<file path="config.mk">
export PLATFORM = sky130hd
export DESIGN_NAME = ssrb_top
export DESIGN_NICKNAME = d
export VERILOG_FILES = /design/src/ssrb_pkg.sv /design/src/ssrb_rec_if.sv /design/src/ssrb_format.sv /design/src/ssrb_irq.sv /design/src/ssrb_top.sv
export SDC_FILE = /design/constraint.sdc
export NUM_CORES = 2
export LEC_CHECK = 0
export BUFFER_PORTS_ARGS = -buffer_cell sky130_fd_sc_hd__buf_2
export CORE_ASPECT_RATIO = 1.2
export CORE_MARGIN = 2
export CORE_UTILIZATION = 49
export DETAILED_ROUTE_END_ITERATION = 12
export PLACE_DENSITY = 0.69
export SETUP_SLACK_MARGIN = 0.15
export SYNTH_ARGS = -nofsm -noshare
export SYNTH_HDL_FRONTEND = slang
export SYNTH_SLANG_ARGS = --single-unit
</file>
<file path="constraint.sdc">
create_clock -name clk -period 3.7 [get_ports clk]
set_input_delay 0 -clock clk [delete_from_list [all_inputs] [get_ports clk]]
set_output_delay 0 -clock clk [all_outputs]
set_load 0.02 [all_outputs]
</file>
<file path="src/ssrb_pkg.sv">
/*
  Shared constants and types of the sense record builder.
  Assumes one clock domain and a byte-wide sense stream.
*/
package ssrb_pkg;
  localparam int          NEXUS_COUNT   = 4;
  localparam int          NEXUS_W       = 2;
  localparam int          REC_BYTES     = 32;
  localparam int          POS_W         = 6;
  localparam logic [5:0]  REC_LIMIT     = 6'h20;
  localparam logic [7:0]  ADDL_LEN      = 8'h18;
  localparam logic [6:0]  CODE_CURRENT  = 7'h70;
  localparam logic [6:0]  CODE_DEFERRED = 7'h71;
  localparam logic [7:0]  OP_READ_LONG  = 8'h3E;
  localparam logic [7:0]  OP_WRITE_LONG = 8'h3F;
  localparam logic [3:0]  KEY_NONE      = 4'h0;
  localparam logic [3:0]  KEY_RECOVERED = 4'h1;
  localparam logic [3:0]  KEY_UNIT_ATTN = 4'h6;
  localparam logic [3:0]  KEY_ILLEGAL   = 4'h5;
  localparam logic [3:0]  KEY_ABORTED   = 4'hB;
  // Byte positions inside the record
  localparam int          B_CODE = 0;
  localparam int          B_KEY  = 2;
  localparam int          B_INFO = 3;
  localparam int          B_ADDL = 7;
  localparam int          B_CSI  = 8;
  localparam int          B_ASC  = 12;
  localparam int          B_ASCQ = 13;
  localparam int          B_UNIT = 14;
  localparam int          B_SKS  = 15;
  localparam int          B_VEND = 20;
  localparam int          B_PROD = 24;
  localparam int          W4     = 4;
  localparam int          W6     = 6;
  // Register map, byte addresses
  localparam logic [7:0]  REG_STATUS = 8'h00;
  localparam logic [7:0]  REG_MASK   = 8'h04;
  localparam logic [7:0]  REG_CTRL   = 8'h08;
  localparam logic [7:0]  REG_STATE  = 8'h0C;
  localparam int          STAT_W     = 3;
  localparam int          ST_STORED  = 0;
  localparam int          ST_REJECT  = 1;
  localparam int          ST_SENT    = 2;
  localparam int          CT_CLEAR   = 0;
  localparam int          CT_ACCEPT  = 1;
  localparam logic [1:0]  CTRL_RESET = 2'h3;

  typedef struct packed {
    logic        valid;
    logic        deferred;
    logic        incorrect_length_flag;
    logic [3:0]  key;
    logic [31:0] info;
    logic [31:0] csi;
    logic [7:0]  asc;
    logic [7:0]  ascq;
    logic        key_specific_valid;
    logic [22:0] sks;
    logic [31:0] vendor;
    logic [47:0] prod;
  } ssrb_rec_type;

  typedef enum logic [1:0] {ST_IDLE, ST_LOAD, ST_SEND} ssrb_state_type;

  function automatic logic ssrb_legal_key(input logic [3:0] k);
    return (k <= KEY_UNIT_ATTN) || (k == KEY_ABORTED);
  endfunction : ssrb_legal_key

  function automatic logic ssrb_long_op(input logic [7:0] op);
    return (op == OP_READ_LONG) || (op == OP_WRITE_LONG);
  endfunction : ssrb_long_op
endpackage : ssrb_pkg

</file>
<file path="src/ssrb_rec_if.sv">
/*
  Carries the record being sent from the control logic to the formatter.
  Assumes the record holds still while a transfer runs.
*/
`timescale 1ns/1ps
`default_nettype none
interface ssrb_rec_if;
  import ssrb_pkg::*;
  ssrb_rec_type rec;
  modport src (output rec);
  modport fmt (input rec);
endinterface : ssrb_rec_if
`default_nettype wire

</file>
<file path="src/ssrb_format.sv">
/*
  Turns a stored record into the byte at one position of the record.
  Assumes the position is below the record length; others read zero.
*/
`timescale 1ns/1ps
`default_nettype none
module ssrb_format
  import ssrb_pkg::*;
(
  ssrb_rec_if.fmt          rec_bus,  // Record to format
  input  wire logic [5:0]  pos,      // Byte position
  output logic      [7:0]  data      // Byte at that position
);
  logic [7:0] b [REC_BYTES];

  always_comb begin
    for (int k = 0; k < REC_BYTES; k++) begin
      b[k] = 8'h00;
    end
    b[B_CODE] = {rec_bus.rec.valid, rec_bus.rec.deferred ?
                 CODE_DEFERRED : CODE_CURRENT};
    b[B_KEY] = {2'b00, rec_bus.rec.incorrect_length_flag, 1'b0,
                rec_bus.rec.key};
    b[B_ADDL] = ADDL_LEN;
    b[B_ASC] = rec_bus.rec.asc;
    b[B_ASCQ] = rec_bus.rec.ascq;
    b[B_SKS] = {rec_bus.rec.key_specific_valid,
                rec_bus.rec.sks[22:16]};
    b[B_SKS + 1] = rec_bus.rec.sks[15:8];
    b[B_SKS + 2] = rec_bus.rec.sks[7:0];
    // Multi-byte fields go out most significant byte first
    for (int k = 0; k < W4; k++) begin
      b[B_INFO + k] = rec_bus.rec.info[8 * (W4 - 1 - k) +: 8];
      b[B_CSI + k]  = rec_bus.rec.csi[8 * (W4 - 1 - k) +: 8];
      b[B_VEND + k] = rec_bus.rec.vendor[8 * (W4 - 1 - k) +: 8];
    end
    for (int k = 0; k < W6; k++) begin
      b[B_PROD + k] = rec_bus.rec.prod[8 * (W6 - 1 - k) +: 8];
    end
    data = (pos < REC_LIMIT) ? b[pos[4:0]] : 8'h00;
  end
endmodule : ssrb_format
`default_nettype wire

</file>
<file path="src/ssrb_irq.sv">
/*
  Sticky event status, mask and the level interrupt.
  Assumes events are one-cycle pulses; write one to a status bit clears it.
*/
`timescale 1ns/1ps
`default_nettype none
module ssrb_irq
  import ssrb_pkg::*;
(
  input  wire logic              clk,       // Clock
  input  wire logic              arst_n,    // Async reset, active low
  input  wire logic [STAT_W-1:0] events,    // Event pulses
  input  wire logic              wr_status, // Write-one-to-clear strobe
  input  wire logic              wr_mask,   // Mask write strobe
  input  wire logic [STAT_W-1:0] wdata,     // Write data
  output logic      [STAT_W-1:0] status,    // Sticky status
  output logic      [STAT_W-1:0] mask,      // Interrupt enables
  output logic                   irq        // Level interrupt
);
  logic [STAT_W-1:0] next_status;

  // Set wins over a clear in the same cycle
  assign next_status = (status & ~(wr_status ? wdata : '0)) | events;

  always_ff @(posedge clk or negedge arst_n) begin
    if (!arst_n) begin
      status <= '0;
    end else begin
      status <= next_status;
    end
  end

  always_ff @(posedge clk or negedge arst_n) begin
    if (!arst_n) begin
      mask <= '0;
    end else if (wr_mask) begin
      mask <= wdata;
    end
  end

  always_ff @(posedge clk or negedge arst_n) begin
    if (!arst_n) begin
      irq <= 1'b0;
    end else begin
      irq <= |(next_status & (wr_mask ? wdata : mask));
    end
  end
endmodule : ssrb_irq
`default_nettype wire

</file>
<file path="src/ssrb_top.sv">
/*
  Sense record builder: keeps one record per nexus, fills it from error
  reports, and streams it out for a sense request.
  Assumes all inputs are synchronous to clk and report pulses last one cycle.
*/
// Chosen here: the register offsets and the plain strobed port.
`timescale 1ns/1ps
`default_nettype none
module ssrb_top
  import ssrb_pkg::*;
(
  input  wire logic               clk,             // 100 MHz clock
  input  wire logic               arst_n,          // Async reset, low
  input  wire logic               ev_valid,        // Error report pulse
  input  wire logic [NEXUS_W-1:0] ev_nexus,        // Nexus of report
  input  wire logic               ev_deferred,     // Earlier command
  input  wire logic [3:0]         ev_key,          // Category key
  input  wire logic               ev_recovered,    // Done after recovery
  input  wire logic               ev_invalid_unit, // Bad unit, no hold
  input  wire logic               ev_cdb_field,    // Bad command field
  input  wire logic [7:0]         ev_opcode,       // Command opcode
  input  wire logic               ev_lba_valid,    // Address is valid
  input  wire logic [31:0]        ev_lba,          // Block address
  input  wire logic [31:0]        ev_req_len,      // Requested length
  input  wire logic [31:0]        ev_act_len,      // Stored length
  input  wire logic [31:0]        ev_csi,          // Command specific
  input  wire logic [7:0]         ev_asc,          // Additional code
  input  wire logic [7:0]         ev_ascq,         // Code qualifier
  input  wire logic               ev_sks_valid,    // Key-specific valid
  input  wire logic [22:0]        ev_sks,          // Key-specific bits
  input  wire logic [31:0]        ev_vendor,       // Vendor error info
  input  wire logic [47:0]        ev_prod,         // Product info
  input  wire logic               rs_start,        // Sense request pulse
  input  wire logic [NEXUS_W-1:0] rs_nexus,        // Requesting nexus
  input  wire logic [7:0]         rs_alloc,        // Allocation length
  input  wire logic               out_ready,       // Sink takes byte
  output logic      [7:0]         sense_data,      // Record byte
  output logic                    sense_valid,     // Byte valid
  output logic                    sense_last,      // Final byte
  output logic [NEXUS_COUNT-1:0]  queue_hold,      // Queue suspended
  output logic                    medium_guard,    // End, no medium write
  input  wire logic [7:0]         reg_addr,        // Register address
  input  wire logic [31:0]        reg_wdata,       // Write data
  input  wire logic               reg_wr,          // Write strobe
  input  wire logic               reg_rd,          // Read strobe
  output logic      [31:0]        reg_rdata,       // Read data
  output logic                    irq              // Interrupt level
);
  ssrb_state_type      state;
  ssrb_rec_type        rec [NEXUS_COUNT];
  ssrb_rec_type        cur_rec;
  ssrb_rec_type        new_rec;
  logic [NEXUS_W-1:0]  cur_nexus;
  logic [POS_W-1:0]    idx;
  logic [POS_W-1:0]    limit;
  logic [POS_W-1:0]    out_pos;
  logic [7:0]          fmt_byte;
  logic [1:0]          ctrl;
  logic [STAT_W-1:0]   status;
  logic [STAT_W-1:0]   mask;
  logic [3:0]          key_eff;
  logic                accept;
  logic                store;
  logic                load_byte;
  logic                done_evt;
  logic                len_flag;

  ssrb_rec_if rec_bus ();
  assign rec_bus.rec = cur_rec;

  ssrb_format u_format (
    .rec_bus (rec_bus),
    .pos     (idx),
    .data    (fmt_byte)
  );

  assign key_eff = ev_recovered ? KEY_RECOVERED : ev_key;
  // Unlisted keys never enter a record; they show as a reject event
  assign accept = ctrl[CT_ACCEPT] && ssrb_legal_key(key_eff);
  assign store = ev_valid && accept;
  assign len_flag = ssrb_long_op(ev_opcode) &&
                    (ev_req_len != ev_act_len);

  always_comb begin
    new_rec = '0;
    new_rec.deferred = ev_deferred;
    new_rec.incorrect_length_flag = len_flag;
    new_rec.valid = len_flag || ev_lba_valid;
    new_rec.key = key_eff;
    // Residue wraps naturally into two's complement
    new_rec.info = len_flag ? (ev_req_len - ev_act_len) : ev_lba;
    new_rec.csi = ev_csi;
    new_rec.asc = ev_asc;
    new_rec.ascq = ev_ascq;
    new_rec.key_specific_valid = ev_sks_valid;
    new_rec.sks = ev_sks;
    new_rec.vendor = ev_vendor;
    new_rec.prod = ev_prod;
  end

  assign load_byte = (state == ST_SEND) && (idx < limit) &&
                     (!sense_valid || out_ready);
  assign done_evt = ((state == ST_SEND) && sense_valid && sense_last &&
                     out_ready) || ((state == ST_LOAD) && (limit == '0));

  // A new report for the nexus being sent beats the clear after reading
  for (genvar g = 0; g < NEXUS_COUNT; g++) begin : g_nexus
    always_ff @(posedge clk or negedge arst_n) begin
      if (!arst_n) begin
        rec[g] <= '0;
      end else if (store && (ev_nexus == g)) begin
        rec[g] <= new_rec;
      end else if (done_evt && ctrl[CT_CLEAR] && (cur_nexus == g)) begin
        rec[g] <= '0;
      end
    end

    always_ff @(posedge clk or negedge arst_n) begin
      if (!arst_n) begin
        queue_hold[g] <= 1'b0;
      end else if (store && !ev_invalid_unit && (ev_nexus == g)) begin
        queue_hold[g] <= 1'b1;
      end else if (done_evt && (cur_nexus == g)) begin
        queue_hold[g] <= 1'b0;
      end
    end
  end

  always_ff @(posedge clk or negedge arst_n) begin
    if (!arst_n) begin
      medium_guard <= 1'b0;
    end else begin
      medium_guard <= store && (key_eff == KEY_ILLEGAL) && ev_cdb_field;
    end
  end

  // Requests arriving mid-transfer are ignored
  always_ff @(posedge clk or negedge arst_n) begin
    if (!arst_n) begin
      state <= ST_IDLE;
      cur_nexus <= '0;
      limit <= '0;
    end else begin
      case (state)
        ST_IDLE: begin
          if (rs_start) begin
            state <= ST_LOAD;
            cur_nexus <= rs_nexus;
            limit <= (rs_alloc >= 8'(REC_LIMIT)) ? REC_LIMIT :
                     rs_alloc[POS_W-1:0];
          end
        end
        ST_LOAD: begin
          state <= (limit == '0) ? ST_IDLE : ST_SEND;
        end
        ST_SEND: begin
          if (done_evt) begin
            state <= ST_IDLE;
          end
        end
        default: begin
          state <= ST_IDLE;
        end
      endcase
    end
  end

  // Snapshot so a report landing mid-transfer cannot tear the record
  always_ff @(posedge clk or negedge arst_n) begin
    if (!arst_n) begin
      cur_rec <= '0;
    end else if (state == ST_IDLE && rs_start) begin
      cur_rec <= rec[rs_nexus];
    end
  end

  always_ff @(posedge clk or negedge arst_n) begin
    if (!arst_n) begin
      idx <= '0;
      out_pos <= '0;
      sense_data <= 8'h00;
      sense_valid <= 1'b0;
      sense_last <= 1'b0;
    end else if (state == ST_LOAD) begin
      idx <= '0;
    end else if (load_byte) begin
      sense_data <= fmt_byte;
      out_pos <= idx;
      sense_valid <= 1'b1;
      sense_last <= (idx == limit - 6'h01);
      idx <= idx + 6'h01;
    end else if (out_ready) begin
      sense_valid <= 1'b0;
      sense_last <= 1'b0;
    end
  end

  always_ff @(posedge clk or negedge arst_n) begin
    if (!arst_n) begin
      ctrl <= CTRL_RESET;
    end else if (reg_wr && reg_addr == REG_CTRL) begin
      ctrl <= reg_wdata[1:0];
    end
  end

  ssrb_irq u_irq (
    .clk       (clk),
    .arst_n    (arst_n),
    .events    ({done_evt, ev_valid && !accept, store}),
    .wr_status (reg_wr && reg_addr == REG_STATUS),
    .wr_mask   (reg_wr && reg_addr == REG_MASK),
    .wdata     (reg_wdata[STAT_W-1:0]),
    .status    (status),
    .mask      (mask),
    .irq       (irq)
  );

  // Unmapped addresses read zero
  always_ff @(posedge clk or negedge arst_n) begin
    if (!arst_n) begin
      reg_rdata <= '0;
    end else if (reg_rd) begin
      case (reg_addr)
        REG_STATUS: reg_rdata <= 32'(status);
        REG_MASK:   reg_rdata <= 32'(mask);
        REG_CTRL:   reg_rdata <= 32'(ctrl);
        REG_STATE:  reg_rdata <= 32'({queue_hold, state != ST_IDLE});
        default:    reg_rdata <= '0;
      endcase
    end else begin
      reg_rdata <= '0;
    end
  end
endmodule : ssrb_top
`default_nettype wire
</file>
### Word-level counts from Yosys, hierarchy flattened

Index checks and enable logic that the tools add are counted.

| word-level totals | value |
|---|---|
| flip-flop bits (word level) | 1027 |
| bits in latches | 0 |
| bits in writable memories | 0 |
| bits in read-only memories | 0 |
| input bits | 324 |
| output and inout port bits | 48 |
| word-level logic and storage cells | 215 |
| memories | 0 |

| cells by class | value |
|---|---|
| $add $sub $neg | 3 |
| multipliers | 0 |
| div/mod/pow operators | 0 |
| $lt $le $gt $ge | 6 |
| eq/ne operators | 19 |
| shift operators | 0 |
| muxes and demuxes | 40 |
| bitwise gates (word level) | 7 |
| reduce and logical (&&, ||, !) cells | 63 |

Operators with widths:

| cell | number |
|---|---|
| 2-to-1 mux 191 bit | 10 |
| binary-select mux 191 bit (select 2 bit) | 1 |
| 2-to-1 mux 32 bit | 2 |
| binary-select mux 8 bit (select 5 bit) | 1 |
| logical AND 1 bit | 34 |
| != test 32 bit | 1 |
| subtractor 32 bit | 1 |
| 2-to-1 mux 8 bit | 3 |
| nonzero test 2 bit | 11 |
| one-hot mux 5 bit (4 select lines) | 1 |
| 2-to-1 mux 6 bit | 3 |
| == test 8 x 4 -> 1 bit, second input constant | 2 |
| == test 8 x 6 -> 1 bit, second input constant | 2 |
| 2-to-1 mux 1 bit | 12 |
| == test 2 bit, second input constant | 5 |
| == test 8 x 3 -> 1 bit, second input constant | 1 |
| >= comparator 8 x 6 -> 1 bit, second input constant | 1 |
| logical NOT 8 bit | 1 |
| AND reduction 2 bit | 4 |
| adder 6 x 1 -> 6 bit, second input constant | 1 |
| AND 3 bit | 2 |
| == test 2 x 1 -> 1 bit, second input constant | 3 |
| == test 6 bit | 1 |
| >= comparator 6 bit, second input constant | 1 |
| other kinds (22) | 34 |

### Depth between registers and ports, before layout

| logic depth | value |
|---|---|
| depth after elaboration | 9 |
| mapped depth | 13 |
| mapped depth without buffers | 13 |

### By module

Synthesis repeated with hierarchy kept, for this count alone.

| second synthesis, totals | value |
|---|---|
| cells, all modules | 3670 |
| area, all modules | 44916.8 sq um |

Modules (own cells, without submodules):

| module | instances | cells an instance | area each (sq um) | sequential area each (sq um) |
|---|---|---|---|---|
| ssrb_top | 1 | 3415 | 42753.5 | 24851.3 |
| ssrb_format | 1 | 237 | 1893.1 | 0.0 |
| ssrb_irq | 1 | 18 | 270.3 | 175.2 |

### Least setup slack after synthesis

No wires, ideal clock.

| path | value |
|---|---|
| kind | input port to flip-flop |
| from | input ev_req_len[0] |
| to | register rec[369] in the netlist's numbering |
| library setup time | 0.121 ns |
| arrival time | 2.399 ns |
| data required time | 3.579 ns |
| slack | 1.179 ns |
| cell stages on the path | 13 |
| buffers on the path | 0 |
| cells stage by stage | inv_1 -> ha_1 -> inv_1 -> fa_1 -> a21oi_1 -> o22a_1 -> a221o_2 -> a2111oi_4 -> o32a_2 -> a221oi_4 -> xor2_1 -> o21ai_2 -> a22o_2 |

| between the ends | value |
|---|---|
| longest elaborated chain between the ends | 4 |
| elaborated cells on any way between the ends | 5 |
| classes of those cells | add/sub (1); eq/ne (1); mux (2); reduce/logical (1) |

RTL lines:

| element | RTL line | text |
|---|---|---|
| start, declared | ssrb_top.sv:24 | `input wire logic [31:0] ev_req_len,` |
| branches (longest 2 deep; another with subtractor 32 bit) | - |  |
| 2-to-1 mux 32 bit (*) | ssrb_top.sv:91 | `new_rec.info = len_flag ? (ev_req_len - ev_act_len) : ev_lba;` |
| 2-to-1 mux 191 bit (*) | ssrb_top.sv:111 | `end else if (store && (ev_nexus == g)) begin` |
| end signal, assigned by index | ssrb_top.sv:112 | `rec[g] <= new_rec;` |
| end, declared | ssrb_top.sv:50 | `ssrb_rec_type rec [NEXUS_COUNT];` |

Every way passes the cells marked *.
A chain may end at the register's enable or synchronous reset.

### Final worst setup path

| path | value |
|---|---|
| from | register limit[0] |
| to | register rec[373] in the netlist's numbering |

| between the ends | value |
|---|---|
| longest elaborated chain between the ends | 6 |

RTL lines:

| element | RTL line | text |
|---|---|---|
| start, declared | ssrb_top.sv:55 | `logic [POS_W-1:0] limit;` |
| start signal, assigned | ssrb_top.sv:149 | `limit <= (rs_alloc >= 8'(REC_LIMIT)) ? REC_LIMIT :` |
| logical NOT 6 bit | ssrb_top.sv:104 | `out_ready) \|\| ((state == ST_LOAD) && (limit == '0));` |
| logical AND 1 bit | ssrb_top.sv:104 |  |
| logical OR 1 bit | ssrb_top.sv:104 |  |
| logical AND 1 bit (2 in series) | ssrb_top.sv:113 | `end else if (done_evt && ctrl[CT_CLEAR] && (cur_nexus == g)) begin` |
| nonzero test 2 bit (no source line) | - |  |

No other way between the ends.

==> reports/metrics.csv <==
stage,metric,value,unit
global_routing,grt_overflow,0,
power_and_ir_drop,p_seq_share,44.9,%
global_routing,grt_util_met3,4.703,%
die,start_util,49.27,%
logic_synthesis,ys_seq_area_share,56.10,%
placement,portBuffers,314,
logic_synthesis,synth_compound_area_share,18.07,%
power_and_ir_drop,peakVddDrop,0.3973,mV
critical_path,path_cells,inv_1 > ha_1 > nand2_1 > nor4_1 > a21oi_2 > nor2_1 > a31oi_4 > buf_12 > a32oi_1 > o21ai_0 > dlygate4sd3_1,
logic_synthesis,synthTopCellsByArea,"dfrtp_1, a22o_1, mux4_2, nand2_1, clkbuf_1",
critical_path,critical_path.top_delay_family,simple AND/OR/NAND/NOR gates,
logic_synthesis,postSynthAreaPerCell,12.19,um2
sta,finalCriticalPeriod,3427,ps
clocking,cts.root.buffer_cell,clkbuf_16,
logic_synthesis,synth_cell_type_count,69,
logic_synthesis,synth_edf_count,0,
logic_synthesis,synthXorXnorAreaFrac,0.7068,%
logic_synthesis,synth_top_area_share,55.99,%
die,fp.dieW,279.4,um
power_and_ir_drop,power_density,539.4,nW/um2
placement,place_congestion,0.9021,
critical_path,cp-start-kind,flip-flop,
clocking,clock_path_buffers,3,
logic_synthesis,synth_top_family_by_area,compound AO/OA/AOI/OAI gates,
clocking,cts-htree-levels,3,
sta,fmax,291.8,MHz
global_routing,busiest_layer,met2,
global_routing,grt_max_degree,112,
sta,tightest_slew,1120,ps
routing,drt-pass1-iter-count,5,
critical_path,slowest_stage,dlygate4sd3_1,
global_routing,antenna_found_initial,23,
logic_synthesis,synth_area_leader_cell,dfrtp_1,
logic_synthesis,synthSimpleGateAreaFrac,8.171,%
routing,wl_per_cell,24.73,um
routing,drt_iter0_drc,2880,
critical_path,cp.required,4270,ps
power_and_ir_drop,comb_power_share,18.7,%
cells_and_area,final_cells,5358,
critical_path,crit_buf_inv,3,
power_and_ir_drop,swShare,29.20,%
clocking,clk_pin_slew,60,ps
sta,fin_setup_tns,0,ps
status,status,"complete, no violations",
sta,period_share,92.63,%
routing,ant_nets,0,
cells_and_area,n_fill_cell,7190,
clocking,clkSinkCount,1000,
sta,hold_violations,0,
global_routing,grt_pass1_vias,34579,
placement,dp_hpwl,81000,um
logic_synthesis,synthCells,3658,
critical_path,crit_fanout,69,
routing,via_per_inst,6.226,
sta,drv_slew,0,
critical_path,path_class,flip-flop to flip-flop,
cells_and_area,final_core_util,58.98,%
sta,finalSetupViolCount,0,
logic_synthesis,async_reset_ff_share,100.0,%
clocking,cts_buffers,97,
logic_synthesis,yosys.area_share.adder,1.167,%
critical_path,worstPathArrival,3990,ps
die,ios,372,
global_routing,grt_pass1_wl,207700,um
global_routing,track_usage,28.54,%
sta,finClkSkew,39.42,ps
logic_synthesis,ys_warn_count,0,
hold_path,min_path_type,input port to flip-flop,
global_routing,use_met2,46.47,%
die,num_rows,121,
placement,dp_cells,4920,
routing,finalWirelength,132500,um
sta,slew_headroom,25.37,%
critical_path,critical-path-max-stage-delay,570,ps
cells_and_area,drive_gt1_share,19.92,%
cells_and_area,syn_to_final_growth,19.71,%
die,die_h,334.5,um
clocking,postCtsSetupRepairBufs,0,
logic_synthesis,synthMuxAreaShare,12.11,%
logic_synthesis,yosys_most_used_dff,dfrtp_1,
power_and_ir_drop,clkPwrFrac,36.4,%
logic_synthesis,syn-cell-area,44610,um2
critical_path,end_kind,flip-flop,
global_routing,gr-usage-met1,38.54,%
sta,rsz0062_at_grt,no,
power_and_ir_drop,switchingPower,0.008411,W
sta,worst_slack,272.7,ps
placement,pre_cts_ws,622.1,ps
routing,vias,33357,
job,max_cap_violations,0,
clocking,cts_tree,built,
die,dieArea,93480,um2
power_and_ir_drop,p_leak,25.87,nW
cells_and_area,fin_nets,4461,
logic_synthesis,ys_ff_latch,1000,
clocking,clk_latency,690,ps
routing,route.detailed.drc,0,
power_and_ir_drop,internal-power,0.02040,W
die,design.core.area,90530,um2
==> through the flow <==
step | hold slack [ps] | cell area (um2) | total power, W
2_1_floorplan | -295.6 | 44710 | 0.01615
3_3_place_gp | 153.2 | 47530 | 0.01810
3_5_place_dp | 143.2 | 47530 | 0.01821
4_1_cts | 5.316 | 53350 | 0.02889
5_1_grt | 78.50 | 53400 | 0.03000
6_report | 22.17 | 53400 | 0.02881
==> state kept, by name, indices dropped and copies added (netlist names), 2 cells and up <==
name          count
state             2
cur_rec         191
rec             764
queue_hold        4
u_irq.mask        3
reg_rdata         5
u_irq.status      3
ctrl              2
sense_data        8
limit             6
idx               6
cur_nexus         2
==> routing by layer <==
layer	part of all wire, %	routed length (um)
met1	41	53870
met2	49	64660
met3	6.8	9058
met4	3.6	4829
met5	0.076	101
==> path summary, 6_finish.rpt <==
kind	startpoint	to	slack, ps	depth (start not counted)
setup reg to reg	limit[0]$_DFFE_PN0P_	rec[373]$_DFFE_PN0P_	270	11
hold reg to reg	cur_rec[178]$_DFFE_PN0P_	cur_rec[178]$_DFFE_PN0P_	470	2
min in group asynchronous	arst_n	u_irq.mask[1]$_DFF_PN0_	440	3
setup / recovery	limit[0]$_DFFE_PN0P_	rec[373]$_DFFE_PN0P_	270	11
max in group asynchronous	arst_n	rec[620]$_DFFE_PN0P_	1990	4
hold / removal	ev_req_len[29]	rec[564]$_DFFE_PN0P_	20	6
==> what timing repair did <==
item,CTS,global route
hold buffers,244,1
endpoints found under the setup margin,0,2
gates resized for setup,0,1
hold endpoints to repair,883,4
==> power by group through the flow <==
stage | combinational (W) | clock [W] | sequential, W
6_report | 0.00537 | 0.0105 | 0.0129
2_1_floorplan | 0.00344 | 0 | 0.0127
3_3_place_gp | 0.00504 | 0 | 0.0131
4_1_cts | 0.00537 | 0.0106 | 0.0129
5_1_grt | 0.00586 | 0.0111 | 0.0131
3_5_place_dp | 0.00512 | 0 | 0.0131
==> cell usage after synthesis, drive strengths merged (10+ instances only) <==
library cell	instances
nor2	78
nand2	744
nand3	23
dfrtp	998
a221oi	13
a221o	20
a21oi	74
a21o	13
inv	55
buf	130
o31ai	14
clkbuf	200
xnor2	22
nand2b	11
mux2i	28
nor3	13
a22o	672
mux4	215
mux2	25
a31oi	15
nor2b	10
xor2	14
o21ai	138
ha	40
==> layout by cell type, fill, tap and decap left out, drive strengths merged, types with 23 or more instances in the layout <==
cell and n:
nor2 78, a22o 672, mux2 25, clkbuf 141
dfrtp 998, inv 60, a21oi 74, conb 27
nand3 23, o21ai 138, buf 397, mux2i 28
dlygate4sd3 245, ha 40, nand2 744, mux4 215
==> area by class of cell <==
cell class	instances	area, um2	share of cell area, %
repair buffers	643	5134	9.613
well taps	1168	1461	2.737
diodes	14	35.03	0.06560
flip-flops and latches	1000	25030	46.88
clock inverters	39	570.5	1.068
multi-input cells	2298	18140	33.98
inverters	56	215.2	0.4030
clock buffers	140	2809	5.260
==> cell families after synthesis <==
logic type      after synthesis
flops                      1000
simple gates                915
buf+inv                     386
xor+xnor                     36
compound gates             1011
mux                         268
other cells                   1
fa+ha+maj                    41
==> worst min-delay path, delay by kind of cell <==
kind,cells,cell delay (ps)
buf+inv,1,90
xor+xnor,1,110
compound gates,3,290
fa+ha+maj,1,170
Power figures use the tool's default switching activity.
